**config.mk**
```make
export PLATFORM = sky130hd
export DESIGN_NAME = cbx_exec
export DESIGN_NICKNAME = d
export VERILOG_FILES = /design/src/rtl/cbx_pkg.sv /design/src/rtl/cbx_exec.sv
export SDC_FILE = /design/constraint.sdc
export NUM_CORES = 1
export LEC_CHECK = 0
export BUFFER_PORTS_ARGS = -buffer_cell sky130_fd_sc_hd__buf_2
export CAP_MARGIN = 30
export CORE_MARGIN = 10
export CORE_UTILIZATION = 29
export DETAILED_ROUTE_END_ITERATION = 10
export PLACE_DENSITY_LB_ADDON = 0.3
export SKIP_CTS_REPAIR_TIMING = 1
export SYNTH_ARGS = -nofsm -noshare
export SYNTH_HDL_FRONTEND = slang
export SYNTH_SLANG_ARGS = --single-unit
export TNS_END_PERCENT = 100
```
**constraint.sdc**
```tcl
create_clock -name sys_clk -period 6.9 [get_ports sys_clk]
set_input_delay 2.07 -clock sys_clk [delete_from_list [all_inputs] [get_ports sys_clk]]
set_output_delay 2.07 -clock sys_clk [all_outputs]
set_load 0.1 [all_outputs]
```
**src/rtl/cbx_pkg.sv**
```systemverilog
// Constants and state types for the compare-branch and clear-accumulator unit
// Assumes an 8-bit core with a 16-bit program counter
`default_nettype none

package cbx_pkg;

  localparam int unsigned DATA_W = 8;
  localparam int unsigned PC_W   = 16;
  localparam int unsigned ADDR_W = 8;

  // Opcodes handled by this unit
  localparam logic [7:0] OP_CMP_A_IMM  = 8'hb4;
  localparam logic [7:0] OP_CMP_A_DIR  = 8'hb5;
  localparam logic [6:0] OP_CMP_IND_HI = 7'h5b;
  localparam logic [4:0] OP_CMP_REG_HI = 5'h17;
  localparam logic [7:0] OP_CLEAR_ACC  = 8'he4;

  // Instruction lengths in bytes
  localparam logic [15:0] CMP_LEN   = 16'h0003;
  localparam logic [15:0] CLEAR_LEN = 16'h0001;

  // Value forced into the accumulator by the clear operation
  localparam logic [7:0] ACC_CLEARED = 8'h00;

  // Reset values
  localparam logic [15:0] PC_RST   = 16'h0000;
  localparam logic [7:0]  BYTE_RST = 8'h00;

  typedef enum logic [1:0] {
    CBX_IDLE,
    CBX_PTR,
    CBX_OPER
  } cbx_state_t;

  typedef struct packed {
    cbx_state_t  st;
    logic [7:0]  op;
    logic [7:0]  imm;
    logic [7:0]  rel;
    logic [15:0] pc_base;
    logic [7:0]  acc;
    logic [7:0]  rd_addr;
    logic        rd_en;
    logic [15:0] pc_out;
    logic        pc_we;
    logic [7:0]  acc_out;
    logic        acc_we;
    logic        carry_out;
    logic        carry_we;
    logic        done;
  } cbx_regs_t;

endpackage : cbx_pkg

`default_nettype wire

```
**src/rtl/cbx_exec.sv**
```systemverilog
// Execution unit for compare-and-branch-if-not-equal and clear accumulator
// Assumes opcode bytes arrive with start, and RAM reads are combinational
//
// Contract
// - Direct compare: pc plus three, branch if differ
// - Direct compare carry when A below; operands untouched
// - Immediate compare: pc plus three, branch, carry
// - Register form: low bits select, three bytes
// - Clear zeroes accumulator, flags kept, one cycle
// - Comparisons are unsigned
// - Target adds signed offset to advanced pc
`timescale 1ns/1ns
`default_nettype none

module cbx_exec (
  input  wire logic        sys_clk,
  input  wire logic        rst,
  input  wire logic        start,
  input  wire logic [7:0]  opcode,
  input  wire logic [7:0]  byte2,
  input  wire logic [7:0]  byte3,
  input  wire logic [15:0] pc_in,
  input  wire logic [7:0]  acc_in,
  input  wire logic [1:0]  bank_sel,
  output logic             busy,
  output logic             ram_rd_en,
  output logic [7:0]       ram_rd_addr,
  input  wire logic [7:0]  ram_rd_data,
  output logic             done,
  output logic [15:0]      pc_out,
  output logic             pc_we,
  output logic [7:0]       acc_out,
  output logic             acc_we,
  output logic             carry_out,
  output logic             carry_we
);

  cbx_pkg::cbx_regs_t q;
  cbx_pkg::cbx_regs_t d;
  logic [7:0]         oper_dest;
  logic [7:0]         oper_src;
  logic               acc_form;

  // Address of a working register in the selected bank
  function automatic logic [7:0] reg_addr(input logic [1:0] bank,
                                          input logic [2:0] sel);
    reg_addr = {3'h0, bank, sel};
  endfunction : reg_addr

  // Advanced pc plus sign-extended displacement
  function automatic logic [15:0] rel_target(input logic [15:0] base,
                                             input logic [7:0]  rel);
    rel_target = base + {{8{rel[7]}}, rel};
  endfunction : rel_target

  assign acc_form  = (q.op == cbx_pkg::OP_CMP_A_DIR) ||
                     (q.op == cbx_pkg::OP_CMP_A_IMM);
  assign oper_dest = acc_form ? q.acc : ram_rd_data;
  assign oper_src  = (q.op == cbx_pkg::OP_CMP_A_DIR) ? ram_rd_data : q.imm;

  always_comb begin
    d          = q;
    d.done     = 1'h0;
    d.pc_we    = 1'h0;
    d.acc_we   = 1'h0;
    d.carry_we = 1'h0;
    case (q.st)
      cbx_pkg::CBX_IDLE: begin
        d.rd_en = 1'h0;
        if (start) begin
          d.op      = opcode;
          d.imm     = byte2;
          d.rel     = byte3;
          d.acc     = acc_in;
          d.pc_base = pc_in + cbx_pkg::CMP_LEN;
          if (opcode == cbx_pkg::OP_CLEAR_ACC) begin
            d.acc_out = cbx_pkg::ACC_CLEARED;
            d.acc_we  = 1'h1;
            d.pc_out  = pc_in + cbx_pkg::CLEAR_LEN;
            d.pc_we   = 1'h1;
            d.done    = 1'h1;
          end else if (opcode == cbx_pkg::OP_CMP_A_DIR) begin
            d.rd_addr = byte2;
            d.rd_en   = 1'h1;
            d.st      = cbx_pkg::CBX_OPER;
          end else if (opcode == cbx_pkg::OP_CMP_A_IMM) begin
            d.st = cbx_pkg::CBX_OPER;
          end else if (opcode[7:3] == cbx_pkg::OP_CMP_REG_HI) begin
            d.rd_addr = reg_addr(bank_sel, opcode[2:0]);
            d.rd_en   = 1'h1;
            d.st      = cbx_pkg::CBX_OPER;
          end else if (opcode[7:1] == cbx_pkg::OP_CMP_IND_HI) begin
            d.rd_addr = reg_addr(bank_sel, {2'h0, opcode[0]});
            d.rd_en   = 1'h1;
            d.st      = cbx_pkg::CBX_PTR;
          end
        end
      end
      cbx_pkg::CBX_PTR: begin
        d.rd_addr = ram_rd_data;
        d.st      = cbx_pkg::CBX_OPER;
      end
      cbx_pkg::CBX_OPER: begin
        d.rd_en     = 1'h0;
        d.carry_out = oper_dest < oper_src;
        d.carry_we  = 1'h1;
        d.pc_we     = 1'h1;
        d.done      = 1'h1;
        d.st        = cbx_pkg::CBX_IDLE;
        if (oper_dest != oper_src) begin
          d.pc_out = rel_target(q.pc_base, q.rel);
        end else begin
          d.pc_out = q.pc_base;
        end
      end
      default: begin
        d.st = cbx_pkg::CBX_IDLE;
      end
    endcase
  end

  always_ff @(posedge sys_clk) begin
    if (rst) begin
      q           <= '0;
      q.st        <= cbx_pkg::CBX_IDLE;
      q.pc_base   <= cbx_pkg::PC_RST;
      q.pc_out    <= cbx_pkg::PC_RST;
      q.acc_out   <= cbx_pkg::BYTE_RST;
      q.rd_addr   <= cbx_pkg::BYTE_RST;
    end else begin
      q <= d;
    end
  end

  assign busy        = (q.st != cbx_pkg::CBX_IDLE);
  assign ram_rd_en   = q.rd_en;
  assign ram_rd_addr = q.rd_addr;
  assign done        = q.done;
  assign pc_out      = q.pc_out;
  assign pc_we       = q.pc_we;
  assign acc_out     = q.acc_out;
  assign acc_we      = q.acc_we;
  assign carry_out   = q.carry_out;
  assign carry_we    = q.carry_we;

  logic take;
  assign take = start && !busy;
endmodule : cbx_exec

`default_nettype wire

```
## Word-level counts from Yosys, hierarchy flattened

Index checks and enable logic that the tools add are counted.

| word-level totals | value |
|---|---|
| memories kept | 0 |
| ROM bits | 0 |
| RAM bits | 0 |
| latch bits | 0 |
| output and inout bits | 39 |
| flip-flop bits (word level) | 80 |
| logic and storage cells | 68 |

| operators by class | value |
|---|---|
| bitwise logic cells | 2 |
| divide/modulo/power cells | 0 |
| equality and inequality tests | 16 |
| shifts and indexed selects | 0 |
| multiply operators | 0 |
| mux-type cells | 22 |
| $add $sub $neg | 3 |
| reduce and logical (&&, ||, !) cells | 10 |
| order comparisons | 1 |

Operators by type and width:

| kind | number |
|---|---|
| $mux 85 | 1 |
| $mux 9 | 5 |
| $eq 8x8->1 const B | 5 |
| $pmux 18 s2 | 1 |
| $mux 26 | 1 |
| $add 16x1->16 const B | 1 |
| $add 16x16->16 | 1 |
| $add 16x2->16 const B | 1 |
| $mux 16 | 1 |
| $mux 8 | 2 |
| $pmux 8 s2 | 1 |
| $mux 2 | 5 |
| $lt 8x8->1 | 1 |
| $ne 8x8->1 | 1 |
| $eq 7x7->1 const B | 1 |
| $ne 2x2->1 const B | 3 |
| $reduce_and 3->1 | 2 |
| $reduce_bool 2->1 | 3 |
| $eq 5x5->1 const B | 1 |
| $ne 5x5->1 const B | 1 |
| $reduce_and 5->1 | 1 |
| $ne 4x4->1 const B | 1 |
| $pmux 2 s2 | 1 |
| $mux 1 | 3 |
| other kinds (9) | 10 |

## Longest topological paths before layout

| logic depth | value |
|---|---|
| depth after elaboration | 8 |
| mapped depth | 13 |

## Worst setup path before layout

No wires, ideal clock.

| path | value |
|---|---|
| path type | input to register |
| start | in ram_rd_data[0] |
| end | reg pc_out[14] (netlist name) |
| buffers on the path | 0 |
| cell stages on the path | 7 |
| arrival | 3.671 ns |
| slack | 3.155 ns |
| cell sequence | mux2_2 > ha_1 > nand4_1 > nor2_1 > or3_1 > or4_1 > a31oi_1 |

| on the way | value |
|---|---|
| word-level cells in the longest chain between the ends | 4 |
| elaborated cells on any way between the ends | 5 |
| classes of those cells | 1 x eq/ne; 4 x mux |

Ends and longest elaborated chain:

| element | RTL line | text |
|---|---|---|
| start: declaration | cbx_exec.sv:28 | `input wire logic [7:0] ram_rd_data,` |
| $mux 8, on equally long branches | cbx_exec.sv:58, cbx_exec.sv:59 |  |
| $ne 8x8->1 (*) | cbx_exec.sv:110 | `if (oper_dest != oper_src) begin` |
| $mux 16 (*) | cbx_exec.sv:110 |  |
| $pmux 18 s2 (*) | cbx_exec.sv:67 | `case (q.st)` |

Mark *: on every way between the ends. The rest lies on a longest branch, timed or not.
A chain may end at the register's enable or synchronous reset.

## Final worst setup path

| path | value |
|---|---|
| start | in ram_rd_data[0] |
| end | reg pc_out[14] (netlist name) |

| on the way | value |
|---|---|
| word-level cells in the longest chain between the ends | 4 |
| elaborated cells on any way between the ends | 5 |
| classes of those cells | 1 x eq/ne; 4 x mux |

Ends and longest elaborated chain:

| element | RTL line |
|---|---|
| $mux 8, on equally long branches | cbx_exec.sv:58, cbx_exec.sv:59 |
| $ne 8x8->1 (*) | cbx_exec.sv:110 |
| $mux 16 (*) | cbx_exec.sv:110 |
| $pmux 18 s2 (*) | cbx_exec.sv:67 |

Marks and branches as above.

==> impl_metrics.toml <==
[timing]
worstMarginPinSlew_ns = 0.8153
max-slew-margin-rel_pct = 45.45
hold_viol_final = 0
fin_skew_ns = 0.008707
period_minus_slack_ns = 4.059
tns_ns = 0
clock.fmax_mhz = 246.4
fin_ws_ns = 2.841
post-route-period-util_pct = 58.82
finalSetupViolCount = 0
rsz0062_at_grt = "no"
drv_slew = 0

[grt]
grt.busiest_layer = "met2"
grt_usage_pct = 12.97
grtUsageMet1_pct = 17.40
grt.overflow.total = 0
grt_max_degree = 53
grt_pass1_vias = 4555
grt_pass1_wl_um = 25240
use_met2_pct = 20.22
antenna_found_initial = 2
grt_util_met3_pct = 2.778

[yosys]
ys_ff_latch = 79
synthSimpleGateAreaFrac_pct = 24.03
ys_warn_count = 0
yosys.area_share.adder_pct = 6.463
yosys.area_share.xor_xnor_pct = 5.272
avgSynthCellArea_um2 = 7.686
syn-cell-area_mm2 = 0.005150
synth_top_family_by_area = "simple AND/OR/NAND/NOR gates"
async_flop_share_pct = 0
yosysSeqAreaShare_pct = 30.71
synth_cell_types = 67
synth-main-ff-cell = "dfxtp_1"
syn_inst = 670
synth_edf_count = 0
synthMuxAreaShare_pct = 1.968
synth_compound_area_share_pct = 22.42

[route]
drtIter0Drc = 252
vias = 4708
first_pass_iters = 5
routed_wl_um = 15550
antenna_left = 0
drc = 0
viasPerCell = 4.993
wl_per_cell_um = 16.49

[critical_path]
critPathLaunchType = "primary input"
end_kind = "flip-flop"
r2r_cells = 12
r2r_end = "pc_out[14]"
cp.required_ns = 7.09
r2r_start = "q[84]"
crit_arrival_ns = 4.25
cp_max_fo = 12
reg2reg_slack_ns = 3.16
timing_worst_setup_path_type = "primary input to flip-flop"

[hold_path]
min_path_cells = 2
min_from = "q[82]"
hold_path_class = "flip-flop to flip-flop"
min_to = "q[82]"

[clock_tree]
tritoncts = "built"
cts-root-buf = "clkbuf_16"
cts.clk_slew.worst_paths_ns = 0.06
clock-sinks = 79
numCtsBuffers = 9
clk-insertion-delay-late_ns = 0.34
cts_max_level = 3
clock_path_buffers = 2

[placement]
detailedPlacementHpwl_um = 11960
dp_slack_ns = 2.533
port_buffers = 91
gp_congestion = 0.8686

[finish]
final_common_cell = "nand2_1"
nNetsFinal = 799
layout_common_cells = "123 x nand2_1, 91 x buf_2, 79 x dfxtp_1"
drive_above_1_share_pct = 17.85
area_growth_pct = 14.02
nFillCells = 1855

[die]
io_pins = 100
die_w_um = 153.3
die_h_um = 153.3
initial_core_util_pct = 29.67
design.die.area_mm2 = 0.02349
std_cell_rows = 48
fp.coreArea_mm2 = 0.01736

[pwr]
max-vdd-ir-drop_mv = 0.1097
power.density_mw_per_mm2 = 209.4
p_leak_nw = 2.514

[run]
drv_cap = 0

[run_status]
status = "finished, final reports clean"
## stage by stage
| step | hold WS [ns] | utilization, % | power [mW] | area, um^2 | std cells |
|---|---|---|---|---|---|
| CTS | 0.4564 | 33.82 | 1.241 | 5869 | 942 |
| floorplan | 0.4318 | - | 0.6502 | 5176 | 677 |
| detailed placement | 0.4485 | 31.91 | 0.7042 | 5538 | 926 |
| global route | 0.4760 | 33.83 | 1.285 | 5872 | 943 |
| global placement | 0.4407 | 31.91 | 0.7032 | 5538 | 926 |
| finish | 0.4534 | 33.83 | 1.230 | 5872 | 943 |
## worst max-delay path, cell delays in order
cell     delay (ns)
buf_2          0.12
mux2_2         0.26
ha_1           0.27
nand4_1        0.21
nor2_1         0.70
nor2_2         0.24
nand3_1        0.15
o22a_1         0.14
a31oi_1        0.08
## flip-flops by register name, summed over array words and instances, names as in the netlist
| signal | count |
|---|---|
| acc_we | 1 |
| carry_we | 1 |
| carry_out | 1 |
| q | 50 |
| ram_rd_en | 1 |
| ram_rd_addr | 8 |
| pc_out | 16 |
| pc_we | 1 |
## synthesized netlist by cell type (2+ instances only)
cell type / instances / area, um^2
a211oi_1: 20 / 150.1
a21o_1: 10 / 75.07
a21oi_1: 62 / 310.3
a221oi_1: 9 / 78.83
a22oi_1: 14 / 105.1
a311oi_1: 6 / 52.55
a31oi_1: 4 / 25.02
and2_1: 5 / 31.28
and3_1: 4 / 25.02
and4_1: 3 / 26.28
and4b_1: 2 / 20.02
buf_1: 7 / 26.28
buf_2: 9 / 45.04
buf_4: 36 / 270.3
clkbuf_1: 18 / 67.56
dfxtp_1: 79 / 1582
ha_1: 25 / 312.8
inv_1: 13 / 48.80
mux2i_1: 9 / 90.09
nand2_1: 123 / 461.7
nand2b_1: 3 / 18.77
nand3_1: 14 / 70.07
nand3b_1: 2 / 15.01
nand4_1: 8 / 50.05
nand4b_1: 2 / 17.52
nor2_1: 53 / 198.9
nor2_2: 2 / 12.51
nor2b_1: 8 / 50.05
nor3_1: 5 / 25.02
nor4_1: 3 / 18.77
o211ai_1: 9 / 67.56
o21a_1: 2 / 15.01
o21ai_0: 26 / 130.1
o22ai_1: 4 / 25.02
o2bb2ai_1: 2 / 17.52
or2_2: 3 / 18.77
or3_1: 6 / 37.54
or4_1: 2 / 15.01
xnor2_1: 19 / 166.4
xor2_1: 12 / 105.1
## cells by family (layout without fill, tap and decap cells)
kind of cell,after synthesis,count (layout)
fa+ha+maj,26,26
flops,79,79
compound gates,180,180
other cells,1,9
mux,10,10
buf+inv,85,125
xor+xnor,31,31
simple gates,258,258
## per-layer routing
metal | vias to the layer above | routed length (um) | part of all wire, %
met3 | 16 | 630 | 4.1
met1 | 2180 | 7563 | 49
met2 | 92 | 7095 | 46
met5 | - | 13 | 0.084
met4 | 2 | 249 | 1.6
li1 | 2418 | - | -
## worst max path at each step
stage          slack [ns]          to            from  cells after the start
6_report             2.84  pc_out[14]  ram_rd_data[0]                      9
5_1_grt              2.70  pc_out[14]  ram_rd_data[0]                      9
4_1_cts              2.87  pc_out[14]  ram_rd_data[0]                      9
3_5_place_dp         2.53  pc_out[14]  ram_rd_data[0]                      9
3_3_place_gp         2.62  pc_out[14]  ram_rd_data[5]                     10
2_1_floorplan        3.15  pc_out[14]  ram_rd_data[0]                      7
## area by class of cell
cell class	instances	area (um^2)	share of cell area [%]
repair buffers	95	485.5	8.268
well taps	225	281.5	4.794
diodes	1	2.502	0.04262
clock inverters	5	88.84	1.513
clock buffers	11	242.7	4.134
flip-flops and latches	79	1582	26.93
multi-input cells	513	3137	53.42
inverters	14	52.55	0.8950
## report_power, final
group	total (mW)	switching (mW)	internal (mW)
combinational	0.203	0.135	0.0681
sequential	0.491	0.0157	0.475
clock	0.535	0.204	0.332
(Power assumes the default switching activity.)
